===== src/shared/eeprom_loader_pkg.sv =====
// Constants, register map and carriers of the serial EEPROM configuration loader.
// Assumes a 100 MHz core clock and one EEPROM on the master SMBus.
package eeprom_loader_pkg;

    ////////////////////////////////////////////////////////////////////////////////
    // Bus timing: the SMBus bit is cut into four quarters
    localparam int CLK_MHZ = 100;
    localparam int QTR_NS  = 2500;
    localparam int QTR_CYC = (QTR_NS * CLK_MHZ + 999) / 1000;
    localparam int QDIV_W  = 12;

    ////////////////////////////////////////////////////////////////////////////////
    // Image stream
    localparam logic [7:0]  SUM_GOOD     = 8'hFF;
    localparam logic [15:0] EE_LAST      = 16'hFFFF;
    localparam logic [2:0]  EE_DEV_HI    = 3'h5;
    localparam logic [3:0]  ACK_BIT      = 4'h8;
    localparam logic [4:0]  ARB_LOSS_MAX = 5'h10;
    localparam logic [1:0]  LAST_DATA    = 2'h3;
    localparam logic [1:0]  TY_SINGLE    = 2'h0;
    localparam logic [1:0]  TY_SEQ       = 2'h1;
    localparam logic [1:0]  TY_BAD       = 2'h2;
    localparam logic [1:0]  TY_DONE      = 2'h3;
    localparam logic [13:0] SYS_ADDR_PAD = 14'h0000;

    ////////////////////////////////////////////////////////////////////////////////
    // Register map
    localparam int         WB_AW      = 8;
    localparam logic [7:0] OFF_STATUS = 8'h00;
    localparam logic [7:0] OFF_CTRL   = 8'h04;
    localparam logic [7:0] OFF_SWITCH_CONTROL_REG  = 8'h08;
    localparam int         CT_IGNSUM  = 0;
    localparam int         SW_HALT    = 0;
    localparam logic       CTRL_RST   = 1'h0;
    localparam logic       HALT_RST   = 1'h0;

    // Status layout, bit 0 first: done, unmapped, checksum, nack, arbitration, protocol
    typedef struct packed {
        logic prot;
        logic arb;
        logic nack;
        logic csum;
        logic unmap;
        logic done;
    } ld_stat_t;

    typedef struct packed {
        logic [31:0] addr;
        logic [31:0] data;
    } cfg_wr_t;

endpackage


===== src/design/serial_eeprom_config_loader.sv =====
// Serial EEPROM configuration loader: reads the image over the master SMBus and
// writes doublewords into the device register space.
// Assumes a Wishbone classic master, open-drain SMBus pads and a register file that
// answers cfg_wr_mapped combinationally for the address on cfg_wr.
`timescale 1ns/1ps

module serial_eeprom_config_loader
    import eeprom_loader_pkg::*;
#(
    parameter int         QTR_CYCLES = QTR_CYC,
    parameter logic [7:0] EE_MODES   = 8'hFF
) (
    // Clock and reset
    input  wire logic             clk_sys,
    input  wire logic             resetn,
    // Wishbone classic slave
    input  wire logic             wb_cyc_i,
    input  wire logic             wb_stb_i,
    input  wire logic             wb_we_i,
    input  wire logic [WB_AW-1:0] wb_adr_i,
    input  wire logic [3:0]       wb_sel_i,
    input  wire logic [31:0]      wb_dat_i,
    output logic      [31:0]      wb_dat_o,
    output logic                  wb_ack_o,
    // Straps and reset requests
    input  wire logic [2:0]       switch_operating_mode,
    input  wire logic [3:0]       eeprom_addr_pins,
    input  wire logic             hot_reset_req,
    // Master SMBus pads
    input  wire logic             scl_i,
    output logic                  scl_o,
    output logic                  scl_oe_n,
    input  wire logic             sda_i,
    output logic                  sda_o,
    output logic                  sda_oe_n,
    // Register write port
    output logic                  cfg_wr_en,
    output cfg_wr_t               cfg_wr,
    input  wire logic             cfg_wr_mapped,
    // Device state
    output logic                  halt_after_reset,
    output logic                  load_busy
);

    typedef enum logic [1:0] {L_IDLE, L_START, L_STOP, L_BYTE} lop_t;
    typedef enum logic [2:0] {T_IDLE, T_HDR, T_RD, T_STOP, T_FIN, T_WAIT} seq_t;
    typedef enum logic [2:0] {P_A0, P_A1, P_TY, P_C0, P_C1, P_DAT} prs_t;

    ////////////////////////////////////////////////////////////////////////////////
    // Pad and strap synchronisers
    logic [8:0] sync1_ff;
    logic [8:0] sync2_ff;
    logic       scl_p_ff;
    logic       sda_p_ff;
    logic [1:0] boot_ff;

    always_ff @(posedge clk_sys or negedge resetn) begin
        if (!resetn) begin
            sync1_ff <= 9'h1FF;
            sync2_ff <= 9'h1FF;
            scl_p_ff <= 1'h1;
            sda_p_ff <= 1'h1;
        end else begin
            sync1_ff <= {eeprom_addr_pins, switch_operating_mode, sda_i, scl_i};
            sync2_ff <= sync1_ff;
            scl_p_ff <= sync2_ff[0];
            sda_p_ff <= sync2_ff[1];
        end
    end

    wire       scl_s  = sync2_ff[0];
    wire       sda_s  = sync2_ff[1];
    wire [2:0] mode_s = sync2_ff[4:2];
    wire [3:0] pins_s = sync2_ff[8:5];

    wire bus_start = scl_s & scl_p_ff & sda_p_ff & ~sda_s;
    wire bus_stop  = scl_s & scl_p_ff & ~sda_p_ff & sda_s;

    // The reset-time load looks at the straps only once the synchronisers hold settled values; hot_reset_req is not held back
    always_ff @(posedge clk_sys or negedge resetn) begin
        if (!resetn) begin
            boot_ff <= 2'h0;
        end else if (boot_ff != 2'h3) begin
            boot_ff <= boot_ff + 2'h1;
        end
    end

    ////////////////////////////////////////////////////////////////////////////////
    // Quarter-bit divider
    logic [QDIV_W-1:0] qdiv_ff;
    wire               tick = (qdiv_ff == QDIV_W'(QTR_CYCLES - 1));

    always_ff @(posedge clk_sys or negedge resetn) begin
        if (!resetn) begin
            qdiv_ff <= '0;
        end else begin
            qdiv_ff <= tick ? '0 : qdiv_ff + QDIV_W'(1);
        end
    end

    ////////////////////////////////////////////////////////////////////////////////
    // Sequencer and parser state
    seq_t        seq_ff;
    prs_t        prs_ff;
    logic [2:0]  hdr_ff;
    logic [4:0]  arb_cnt_ff;
    logic [15:0] ee_addr_ff;
    logic [15:0] dwa_ff;
    logic [15:0] cnt_ff;
    logic [31:0] dat_ff;
    logic [1:0]  bidx_ff;
    logic [7:0]  sum_ff;
    logic        end_rd_ff;
    logic        wr_pend_ff;
    logic        ctrl_ign_ff;

    ////////////////////////////////////////////////////////////////////////////////
    // Bit engine: START, STOP or nine-bit byte, four quarters per bit
    lop_t       lop_ff;
    logic [1:0] q_ff;
    logic [3:0] bit_ff;
    logic [7:0] tx_ff;
    logic [7:0] rx_ff;
    logic       rd_ff;
    logic       scl_rel_ff;
    logic       sda_rel_ff;

    wire       step    = (lop_ff == L_IDLE);
    wire       ack_slot = (bit_ff == ACK_BIT);
    wire       txbit   = rd_ff ? (ack_slot ? end_rd_ff : 1'h1) : (ack_slot | tx_ff[7]);
    wire       scl_want = (q_ff == 2'h1) | (q_ff == 2'h2) | (lop_ff == L_STOP & q_ff == 2'h3);
    wire       sda_want = (lop_ff == L_START) ? (q_ff < 2'h2) :
                          (lop_ff == L_STOP)  ? (q_ff >= 2'h2) : txbit;
    // Clock stretching: a slave holding SCL low freezes the high quarter
    wire       adv      = tick & ~(q_ff == 2'h1 & ~scl_s);
    wire       sample   = adv & (lop_ff == L_BYTE) & (q_ff == 2'h2);
    wire [7:0] rxb      = {rx_ff[6:0], sda_s};

    wire arb_ev  = sample & ~rd_ff & ~ack_slot & txbit & ~sda_s;
    wire nak_ev  = sample & ~rd_ff & ack_slot & sda_s;
    wire prot_ev = (lop_ff == L_BYTE) & (bus_start | bus_stop);
    wire byte_ev = sample & rd_ff & (bit_ff == 4'h7) & (seq_ff == T_RD);

    // Issue selection
    wire [6:0] dev_addr  = {EE_DEV_HI, pins_s};
    wire       hdr_start = (hdr_ff == 3'h0) | (hdr_ff == 3'h4);
    wire [7:0] hdr_tx    = (hdr_ff == 3'h1) ? {dev_addr, 1'h0} :
                           (hdr_ff == 3'h2) ? ee_addr_ff[15:8] :
                           (hdr_ff == 3'h3) ? ee_addr_ff[7:0]  : {dev_addr, 1'h1};
    wire lop_t issue_op  = !step ? L_IDLE :
                           (seq_ff == T_HDR) ? (hdr_start ? L_START : L_BYTE) :
                           (seq_ff == T_RD & ~end_rd_ff) ? L_BYTE :
                           (seq_ff == T_STOP) ? L_STOP : L_IDLE;

    wire start_ev  = ((boot_ff == 2'h2) | hot_reset_req) & EE_MODES[mode_s]
                     & (seq_ff == T_IDLE);
    wire link_kill = arb_ev | prot_ev;

    always_ff @(posedge clk_sys or negedge resetn) begin
        if (!resetn) begin
            lop_ff     <= L_IDLE;
            q_ff       <= 2'h0;
            bit_ff     <= 4'h0;
            tx_ff      <= 8'h00;
            rx_ff      <= 8'h00;
            rd_ff      <= 1'h0;
            scl_rel_ff <= 1'h1;
            sda_rel_ff <= 1'h1;
        end else if (link_kill | start_ev) begin
            lop_ff     <= L_IDLE;
            scl_rel_ff <= 1'h1;
            sda_rel_ff <= 1'h1;
        end else if (step) begin
            if (issue_op != L_IDLE) begin
                lop_ff <= issue_op;
                q_ff   <= 2'h0;
                bit_ff <= 4'h0;
                tx_ff  <= hdr_tx;
                rd_ff  <= (seq_ff == T_RD);
            end
        end else begin
            scl_rel_ff <= scl_want;
            sda_rel_ff <= sda_want;
            if (adv) begin
                q_ff <= q_ff + 2'h1;
                if (sample & ~ack_slot) begin
                    rx_ff <= rxb;
                end
                if (q_ff == 2'h3) begin
                    if (lop_ff == L_BYTE & ~ack_slot) begin
                        bit_ff <= bit_ff + 4'h1;
                        tx_ff  <= {tx_ff[6:0], 1'h0};
                    end else begin
                        lop_ff <= L_IDLE;
                    end
                end
            end
        end
    end

    ////////////////////////////////////////////////////////////////////////////////
    // Sequencer: address header, streaming reads, closing STOP
    wire [4:0] arb_next = arb_cnt_ff + 5'h01;
    wire       set_arb  = arb_ev & (arb_next == ARB_LOSS_MAX);

    always_ff @(posedge clk_sys or negedge resetn) begin
        if (!resetn) begin
            seq_ff     <= T_IDLE;
            hdr_ff     <= 3'h0;
            arb_cnt_ff <= 5'h00;
        end else if (start_ev) begin
            seq_ff     <= T_HDR;
            hdr_ff     <= 3'h0;
            arb_cnt_ff <= 5'h00;
        end else if (prot_ev) begin
            seq_ff <= T_IDLE;
        end else if (arb_ev) begin
            // Lost bus: wait for the winner's STOP, then resend the header; the 16th loss with no byte read in between ends the load
            arb_cnt_ff <= arb_next;
            seq_ff     <= set_arb ? T_IDLE : T_WAIT;
        end else if (nak_ev) begin
            seq_ff <= T_STOP;
        end else begin
            if (byte_ev) begin
                arb_cnt_ff <= 5'h00;
            end
            unique case (seq_ff)
                T_IDLE: begin
                end
                T_HDR: begin
                    if (step) begin
                        hdr_ff <= hdr_ff + 3'h1;
                        if (hdr_ff == 3'h5) begin
                            seq_ff <= T_RD;
                        end
                    end
                end
                T_RD: begin
                    if (step & end_rd_ff) begin
                        seq_ff <= T_STOP;
                    end
                end
                T_STOP: begin
                    if (step) begin
                        seq_ff <= T_FIN;
                    end
                end
                T_FIN: begin
                    if (step) begin
                        seq_ff <= T_IDLE;
                    end
                end
                T_WAIT: begin
                    if (bus_stop) begin
                        seq_ff <= T_HDR;
                        hdr_ff <= 3'h0;
                    end
                end
            endcase
        end
    end

    ////////////////////////////////////////////////////////////////////////////////
    // Block parser, fed one byte per read
    wire [1:0] ty        = rxb[1:0];
    wire       is_ty     = (prs_ff == P_TY);
    wire       done_byte = is_ty & (ty == TY_DONE);
    wire [7:0] sum_nxt   = sum_ff + rxb;
    // The image builder's complemented sum makes a clean image total 0xFF
    wire       bad_sum   = done_byte & (sum_nxt != SUM_GOOD) & ~ctrl_ign_ff;
    wire       roll      = (ee_addr_ff == EE_LAST) & ~done_byte;
    wire       set_csum  = byte_ev & ((is_ty & ty == TY_BAD) | bad_sum | roll);
    wire       last_word = (prs_ff == P_DAT) & (bidx_ff == LAST_DATA);

    always_ff @(posedge clk_sys or negedge resetn) begin
        if (!resetn) begin
            prs_ff     <= P_A0;
            ee_addr_ff <= 16'h0000;
            dwa_ff     <= 16'h0000;
            cnt_ff     <= 16'h0000;
            dat_ff     <= 32'h0000_0000;
            bidx_ff    <= 2'h0;
            sum_ff     <= 8'h00;
            end_rd_ff  <= 1'h0;
            wr_pend_ff <= 1'h0;
            cfg_wr     <= '0;
        end else if (start_ev) begin
            prs_ff     <= P_A0;
            ee_addr_ff <= 16'h0000;
            sum_ff     <= 8'h00;
            end_rd_ff  <= 1'h0;
            wr_pend_ff <= 1'h0;
        end else begin
            wr_pend_ff <= byte_ev & last_word;
            if (byte_ev) begin
                ee_addr_ff <= ee_addr_ff + 16'h0001;
                sum_ff     <= sum_nxt;
                if (set_csum | done_byte) begin
                    end_rd_ff <= 1'h1;
                end
                unique case (prs_ff)
                    P_A0: begin
                        dwa_ff[7:0] <= rxb;
                        prs_ff      <= P_A1;
                    end
                    P_A1: begin
                        dwa_ff[15:8] <= rxb;
                        prs_ff       <= P_TY;
                    end
                    P_TY: begin
                        bidx_ff <= 2'h0;
                        cnt_ff  <= 16'h0001;
                        prs_ff  <= (ty == TY_SEQ) ? P_C0 : (ty == TY_SINGLE) ? P_DAT : P_A0;
                    end
                    P_C0: begin
                        cnt_ff[7:0] <= rxb;
                        prs_ff      <= P_C1;
                    end
                    P_C1: begin
                        cnt_ff[15:8] <= rxb;
                        // A zero count carries no data words
                        prs_ff <= ({rxb, cnt_ff[7:0]} == 16'h0000) ? P_A0 : P_DAT;
                    end
                    P_DAT: begin
                        dat_ff  <= {rxb, dat_ff[31:8]};
                        bidx_ff <= bidx_ff + 2'h1;
                        if (bidx_ff == LAST_DATA) begin
                            cfg_wr.addr <= {SYS_ADDR_PAD, dwa_ff, 2'h0};
                            cfg_wr.data <= {rxb, dat_ff[31:8]};
                            dwa_ff      <= dwa_ff + 16'h0001;
                            cnt_ff      <= cnt_ff - 16'h0001;
                            if (cnt_ff == 16'h0001) begin
                                prs_ff <= P_A0;
                            end
                        end
                    end
                    default: begin
                        prs_ff <= P_A0;
                    end
                endcase
            end
        end
    end

    // Unmapped targets never reach the register file
    assign cfg_wr_en = wr_pend_ff & cfg_wr_mapped;

    ////////////////////////////////////////////////////////////////////////////////
    // Status, control and switch control registers
    ld_stat_t stat_ff;
    ld_stat_t stat_set;
    logic     halt_ff;

    assign stat_set.unmap = wr_pend_ff & ~cfg_wr_mapped;
    assign stat_set.csum  = set_csum;
    assign stat_set.nack  = nak_ev & (seq_ff != T_IDLE);
    assign stat_set.arb   = set_arb;
    assign stat_set.prot  = prot_ev & (seq_ff != T_IDLE);
    assign stat_set.done  = set_arb | stat_set.prot
                            | (seq_ff == T_FIN & step);
    wire   set_halt = set_arb | stat_set.prot | stat_set.nack | set_csum;

    logic [31:0] wb_dat_ff;
    logic        wb_ack_ff;
    wire         wb_hit  = wb_cyc_i & wb_stb_i & ~wb_ack_ff;
    wire         wb_wr   = wb_hit & wb_we_i & wb_sel_i[0];
    wire         wr_stat = wb_wr & (wb_adr_i == OFF_STATUS);
    wire         wr_ctrl = wb_wr & (wb_adr_i == OFF_CTRL);
    wire         wr_sw   = wb_wr & (wb_adr_i == OFF_SWITCH_CONTROL_REG);
    wire ld_stat_t w1c   = wr_stat ? ld_stat_t'(wb_dat_i[5:0]) : '0;
    wire [31:0]  rd_data = (wb_adr_i == OFF_STATUS) ? {26'h0, stat_ff} :
                           (wb_adr_i == OFF_CTRL)   ? {31'h0, ctrl_ign_ff} :
                           (wb_adr_i == OFF_SWITCH_CONTROL_REG)  ? {31'h0, halt_ff} : 32'h0000_0000;

    always_ff @(posedge clk_sys or negedge resetn) begin
        if (!resetn) begin
            stat_ff     <= '0;
            ctrl_ign_ff <= CTRL_RST;
            halt_ff     <= HALT_RST;
            wb_ack_ff   <= 1'h0;
            wb_dat_ff   <= 32'h0000_0000;
        end else begin
            // A hardware set in the same cycle as a software clear wins
            stat_ff <= (stat_ff & ~w1c) | stat_set;
            if (start_ev) begin
                stat_ff.done <= 1'h0;
            end
            if (wr_ctrl) begin
                ctrl_ign_ff <= wb_dat_i[CT_IGNSUM];
            end
            halt_ff   <= (wr_sw ? wb_dat_i[SW_HALT] : halt_ff) | set_halt;
            wb_ack_ff <= wb_hit;
            if (wb_hit) begin
                wb_dat_ff <= rd_data;
            end
        end
    end

    ////////////////////////////////////////////////////////////////////////////////
    // Outputs
    assign wb_ack_o         = wb_ack_ff;
    assign wb_dat_o         = wb_dat_ff;
    assign scl_o            = 1'h0;
    assign sda_o            = 1'h0;
    assign scl_oe_n         = scl_rel_ff;
    assign sda_oe_n         = sda_rel_ff;
    assign halt_after_reset = halt_ff;
    assign load_busy        = (seq_ff != T_IDLE);

endmodule


===== config.mk =====
export PLATFORM = sky130hd
export DESIGN_NAME = serial_eeprom_config_loader
export DESIGN_NICKNAME = d
export VERILOG_FILES = /design/src/shared/eeprom_loader_pkg.sv /design/src/design/serial_eeprom_config_loader.sv
export SDC_FILE = /design/constraint.sdc
export NUM_CORES = 1
export LEC_CHECK = 0
export BUFFER_PORTS_ARGS = -buffer_cell sky130_fd_sc_hd__buf_4
export CAP_MARGIN = 40
export CORE_UTILIZATION = 45
export CTS_CLUSTER_DIAMETER = 30
export CTS_CLUSTER_SIZE = 12
export DETAILED_ROUTE_END_ITERATION = 8
export PLACE_DENSITY = 0.64
export SLEW_MARGIN = 20
export SYNTH_ARGS = -nofsm -noshare
export SYNTH_HDL_FRONTEND = slang
export SYNTH_SLANG_ARGS = --single-unit

===== constraint.sdc =====
create_clock -name clk_sys -period 6.5 [get_ports clk_sys]
set_input_delay 0.65 -clock clk_sys [delete_from_list [all_inputs] [get_ports clk_sys]]
set_output_delay 0.65 -clock clk_sys [all_outputs]
set_load 0.01 [all_outputs]

==> results of run 1 <==
[per-stage QoR]
stage	instance area [sq um]	setup slack (ps)	total power (W)	cells
after CTS	13400	2640	0.00476	1530
after detailed placement	11700	2700	0.00235	1445
after global routing	13400	2470	0.00496	1534
final	13400	2610	0.00473	1534
after floorplan	11100	3700	0.00215	1121
after global placement	11700	2530	0.00233	1439
[synth_stat cells, types with 6 or more instances]
library cell    n
xnor2_1        20
nand4_1        14
nand2b_1        9
nor2b_1         9
buf_4          49
inv_1          37
ha_1           27
dfstp_2        16
nor3_1         24
a22o_1          6
mux2i_1         6
o211ai_1        8
and3_1          9
nor3b_1         6
clkbuf_1       32
a21oi_1        65
o22ai_1        11
o21ai_0        75
mux2_2         81
buf_1           7
nand3_1        45
dfrtp_1       199
nand2_1        98
nor4_1         13
xor2_1         13
nor2_1         75
a31oi_1        14
o31ai_1         9
[layout make-up]
class,instances,area (sq um)
fill,2049,10300
sequential,215,5400
multi-input combinational,773,5020
clock buffer,68,1400
timing repair buffer,104,821
tap,319,399
clock inverter,17,221
inverter,38,143
[final timing paths]
kind | start | endpoint | slack, ps
max | qdiv_ff[1]$_DFF_PN0_ | cfg_wr[3]$_DFFE_PN0P_ | 2610
min | resetn | ee_addr_ff[5]$_DFFE_PN0P_ | 170
max reg2reg | qdiv_ff[1]$_DFF_PN0_ | cfg_wr[3]$_DFFE_PN0P_ | 2610
min reg2reg | sync1_ff[6]$_DFF_PN1_ | sync2_ff[6]$_DFF_PN1_ | 350
max in group asynchronous | resetn | scl_p_ff$_DFF_PN1_ | 5340
min in group clk_sys | scl_i | sync1_ff[0]$_DFF_PN1_ | 240
[flip-flops by register name (all words and copies together) (netlist names), 2 cells and up]
| signal | cells |
|---|---|
| arb_cnt_ff | 5 |
| bidx_ff | 2 |
| bit_ff | 4 |
| boot_ff | 2 |
| cfg_wr | 48 |
| cnt_ff | 16 |
| dat_ff | 24 |
| dwa_ff | 16 |
| ee_addr_ff | 16 |
| hdr_ff | 3 |
| lop_ff | 2 |
| prs_ff | 3 |
| q_ff | 2 |
| qdiv_ff | 12 |
| rx_ff | 7 |
| seq_ff | 3 |
| stat_ff | 6 |
| sum_ff | 8 |
| sync1_ff | 6 |
| sync2_ff | 6 |
| tx_ff | 8 |
| wb_dat_o | 6 |
[kinds of logic (layout without fill, tap and decap cells)]
logic type | Yosys count | after routing | share of synthesized area (%)
AND/OR/NAND/NOR | 346 | 346 | 16.5
AO/OA/AOI/OAI | 235 | 235 | 13.0
flip-flops | 215 | 215 | 49.3
buffers and inverters | 133 | 227 | 6.43
multiplexers | 87 | 87 | 8.87
XOR/XNOR | 33 | 33 | 2.64
adder cells (fa/ha/maj) | 28 | 28 | 3.27
other | 1 | 44 | 0.0342
[cell usage in the layout, fill, tap and decap left out, types with 14 or more instances in the layout]
cell type  instances
dfrtp_1          199
nand2_1           98
buf_4             95
mux2_2            81
o21ai_0           75
nor2_1            74
a21oi_1           65
clkbuf_16         49
nand3_1           45
conb_1            44
inv_1             37
ha_1              27
nor3_1            24
xnor2_1           20
dfstp_2           16
nand4_1           14
a31oi_1           14
[report_power, final]
part	total, W	switching, W	internal (W)
Combinational	0.000730	0.000451	0.000280
Clock	0.00238	0.000710	0.00167
Sequential	0.00162	0.000157	0.00146
[layer usage]
metal	vias up	GRT usage, %	part of all wire, %
met2	262	30.3	45
met4	0	7.78	2.4
met1	4109	29.0	47
met3	46	4.00	5.8
met5	-	0	0
li1	3981	-	-
==> flow_summary.toml, run 1 <==
[drt]
drtIter0Drc = 531
post-route-drc-count = 0
via_count = 8398
ant_nets = 0
routed_wl_microns = 24400
vias_per_cell = 5.47
routedWlPerCell_microns = 15.9
drtPass1Iterations = 4

[job]
cap_violations = 0

[timing]
fin_crit_sh_pct = 59.9
finalHoldViolCount = 0
relSlewSlack_pct = 37.9
worstMarginPinSlew_ps = 931
period_minus_slack_ps = 3890
skew_ps = 11.8
finalSetupTns_ps = 0
hold_slack_ps = 173
slew_violations = 0
max_freq_mhz = 257
setup_viol = 0
rsz0062_at_grt = "no"

[finish]
insertedDiodeCount = 0
drive_above_1_share_pct = 24.0
nNetsFinal = 1266
fin_util_pct = 56.6
area_growth_pct = 22.3

[synthesis]
synth_cells = 1078
yosysWarnings = 0
synth_flop_cell = "dfrtp_1"
yosys.area.top_type_share_pct = 45.4
synth_seq_area_share_pct = 49.3
synth_edf_count = 0
netlist_area_sq_um = 11000
synth_seq_cells = 215
yosysTopAreaCell = "dfrtp_1"
async_reset_ff_share_pct = 100
yosys-top-cells-area = "dfrtp_1 (45%), mux2_2 (8.3%), dfstp_2 (3.8%)"
postSynthAreaPerCell_sq_um = 10.2
synthDistinctLibCells = 76

[worst_setup_path]
cp_data_required_time_ps = 6900
endpoint_kind = "flip-flop"
crit_slowest_cell = "and3_1"
crit_buf_inv = 2
crit_path_max_incr_delay_ps = 730
crit_family = "simple AND/OR/NAND/NOR gates"
critPathLaunchType = "flip-flop"
crit_fanout = 27
path_cells = "inv_1, ha_1, or4b_4, nor4_4, and3_1, and3_2, buf_12, mux2_2"
worst-r2r-cell-count = 8
cp.arrival_ps = 4290
cp.depth = 8
crit_type = "reg -> reg"

[power]
power.density_nw_per_um2 = 353
leakagePower_nw = 6.18
ir_worst_vdd_uv = 169

[clocking]
clockRootBuffer = "clkbuf_16"
cts.hold.buffers_added = 0
htree_levels = 2
cts_tree = "built"
clock_path_buffers = 3
path_clk_slew_ps = 50
cts_resized = 0
cts_setup_buffers = 0
clock-sinks = 215
clkLatencyLatePin_ps = 520
numCtsBuffers = 46

[floorplanning]
num_io_pins = 164
die-height_microns = 158
coreArea_sq_um = 23700
die-area_sq_um = 25000
fp.dieW_microns = 158
start_util_pct = 46.3
core.rowCount = 56

[place]
dp_hpwl_microns = 15900
routabilityCongestion = 0.852
numPortBuffers = 87

[global_route]
grt_max_degree = 121
grt_pass1_vias = 7896
antenna_found_initial = 0
grt_usage_pct = 20.3
grt-ovfl-total = 0
grt_pass1_wl_microns = 40300

[hold_path]
worstHoldPathType = "in -> async"

[status]
status = "complete, no violations"
Note: power is estimated with default switching activity, not from simulation.
==> run 2, diff against run 1 <==
==> constraint.sdc (replaced) <==
create_clock -name clk_sys -period 4 [get_ports clk_sys]
set_input_delay 0.4 -clock clk_sys [delete_from_list [all_inputs] [get_ports clk_sys]]
set_output_delay 0.4 -clock clk_sys [all_outputs]
set_load 0.01 [all_outputs]
==> flow_summary.toml, run 2 (same netlist as run 1, synthesis figures left out) <==
[finish]
nNetsFinal = 1280
biggestRegsByFlops = "cfg_wr (48), dat_ff (24)"
mostFrequentLayoutCells = "dfrtp_1 (199), buf_4 (104), nand2_1 (98)"
area_growth_pct = 23.6
layout_commonest_cell = "dfrtp_1"
regMostFlops = "cfg_wr"
final_cells = 1549
largest_reg_flops = 48
postLayoutCellArea_sq_um = 13500
fin_util_pct = 57.2
drive_above_1_share_pct = 24.7
insertedDiodeCount = 0

[worst_setup_path]
crit_family = "simple AND/OR/NAND/NOR gates"
cp_data_required_time_ps = 4390
reg2reg_from = "qdiv_ff[1]$_DFF_PN0_"
path_cells = "inv_1, ha_1, or4b_4, nor4_4, buf_4, and3_1, and3_2, buf_12, mux2_2"
cp.arrival_ps = 3430
crit_slowest_cell = "or4b_4"
crit_type = "reg -> reg"
r2r_end = "cfg_wr[38]$_DFFE_PN0P_"
critPathLaunchType = "flip-flop"
regToRegSetupSlack_ps = 970
crit_path_max_incr_delay_ps = 500
worst-r2r-cell-count = 9
endpoint_kind = "flip-flop"
crit_buf_inv = 3
crit_fanout = 49

[place]
place_area_sq_um = 11800
dp.cells = 1454
dp_hpwl_microns = 16300
numPortBuffers = 87
routabilityCongestion = 0.845

[timing]
hold_slack_ps = 88.2
setup_viol = 0
max_freq_mhz = 330
skew_ps = 20.7
relSlewSlack_pct = 46.2
finalSetupTns_ps = 0
worstMarginPinSlew_ps = 800
finalHoldViolCount = 0
period_minus_slack_ps = 3030
rsz0062_at_grt = "no"
fin_crit_sh_pct = 75.9
slew_violations = 0

[hold_path]
worstHoldPathType = "in -> reg"
holdPathStages = 2
holdPathEnd = "stat_ff[1]$_DFF_PN0_"
worstHoldStart = "cfg_wr_mapped"

[drt]
via_count = 8376
routed_wl_microns = 24700
ant_nets = 0
drtPass1Iterations = 5
vias_per_cell = 5.41
post-route-drc-count = 0
drtIter0Drc = 615
routedWlPerCell_microns = 15.9

[clocking]
clock_path_buffers = 3
cts_setup_buffers = 0
numCtsBuffers = 47
cts.hold.buffers_added = 7
clockRootBuffer = "clkbuf_16"
htree_levels = 2
path_clk_slew_ps = 50
cts_resized = 0
cts_tree = "built"
clock-sinks = 215
clkLatencyLatePin_ps = 530

[global_route]
grt_max_degree = 104
grt-ovfl-total = 0
grt_pass1_vias = 8236
grt_usage_pct = 20.8
grt_pass1_wl_microns = 41400
antenna_found_initial = 0

[power]
p_int_w = 0.00564
ir_worst_vdd_uv = 332
power.density_nw_per_um2 = 578
p_sw_w = 0.00219
leakagePower_nw = 6.25
comb_power_share_pct = 15.2
p_sw_share_pct = 28.0
pwr-share-seq_pct = 33.6
clock_power_share_pct = 51.2

[floorplanning]
core.rowCount = 56
num_io_pins = 164
fp.dieW_microns = 158
start_util_pct = 46.3
die-area_sq_um = 25000
coreArea_sq_um = 23700
die-height_microns = 158

[job]
cap_violations = 0

[status]
status = "complete, no violations"
## run 2: layout make-up
cell class	instances	area (sq um)
repair buffers	117	906
well taps	319	399
clock buffers	61	1330
clock inverters	26	348
flip-flops and latches	215	5400
inverters	38	143
multi-input cells	773	5020
fillers	2012	10100
## run 2: power groups by stage
stage / sequential (W) / clock (W) / combinational [W]
floorplan: 0.00252 / 0 / 0.000979
global placement: 0.00265 / 0 / 0.00115
detailed placement: 0.00265 / 0 / 0.00117
CTS: 0.00262 / 0.00407 / 0.00119
global route: 0.00266 / 0.00420 / 0.00135
finish: 0.00263 / 0.00401 / 0.00119
## run 2: worst max path at each step
stage	to	cells after the start	start
2_1_floorplan	cfg_wr[40]$_DFFE_PN0P_	11	qdiv_ff[1]$_DFF_PN0_
4_1_cts	cfg_wr[38]$_DFFE_PN0P_	8	qdiv_ff[0]$_DFF_PN0_
6_report	cfg_wr[38]$_DFFE_PN0P_	9	qdiv_ff[1]$_DFF_PN0_
3_3_place_gp	cfg_wr[22]$_DFFE_PN0P_	9	qdiv_ff[1]$_DFF_PN0_
3_5_place_dp	cfg_wr[22]$_DFFE_PN0P_	9	qdiv_ff[1]$_DFF_PN0_
5_1_grt	cfg_wr[38]$_DFFE_PN0P_	9	qdiv_ff[1]$_DFF_PN0_
## run 2: metrics by stage
step	total power (W)	setup slack [ps]
global placement	0.00380	1040
floorplan	0.00350	1270
finish	0.00782	966
global route	0.00821	811
CTS	0.00788	956
detailed placement	0.00382	990
## run 2: per-layer routing
metal  global-route usage (%)  share of wire, %
met1                     29.2                47
met2                     32.1                46
met3                     3.70               5.2
met4                     7.69               2.3
met5                        0                 0
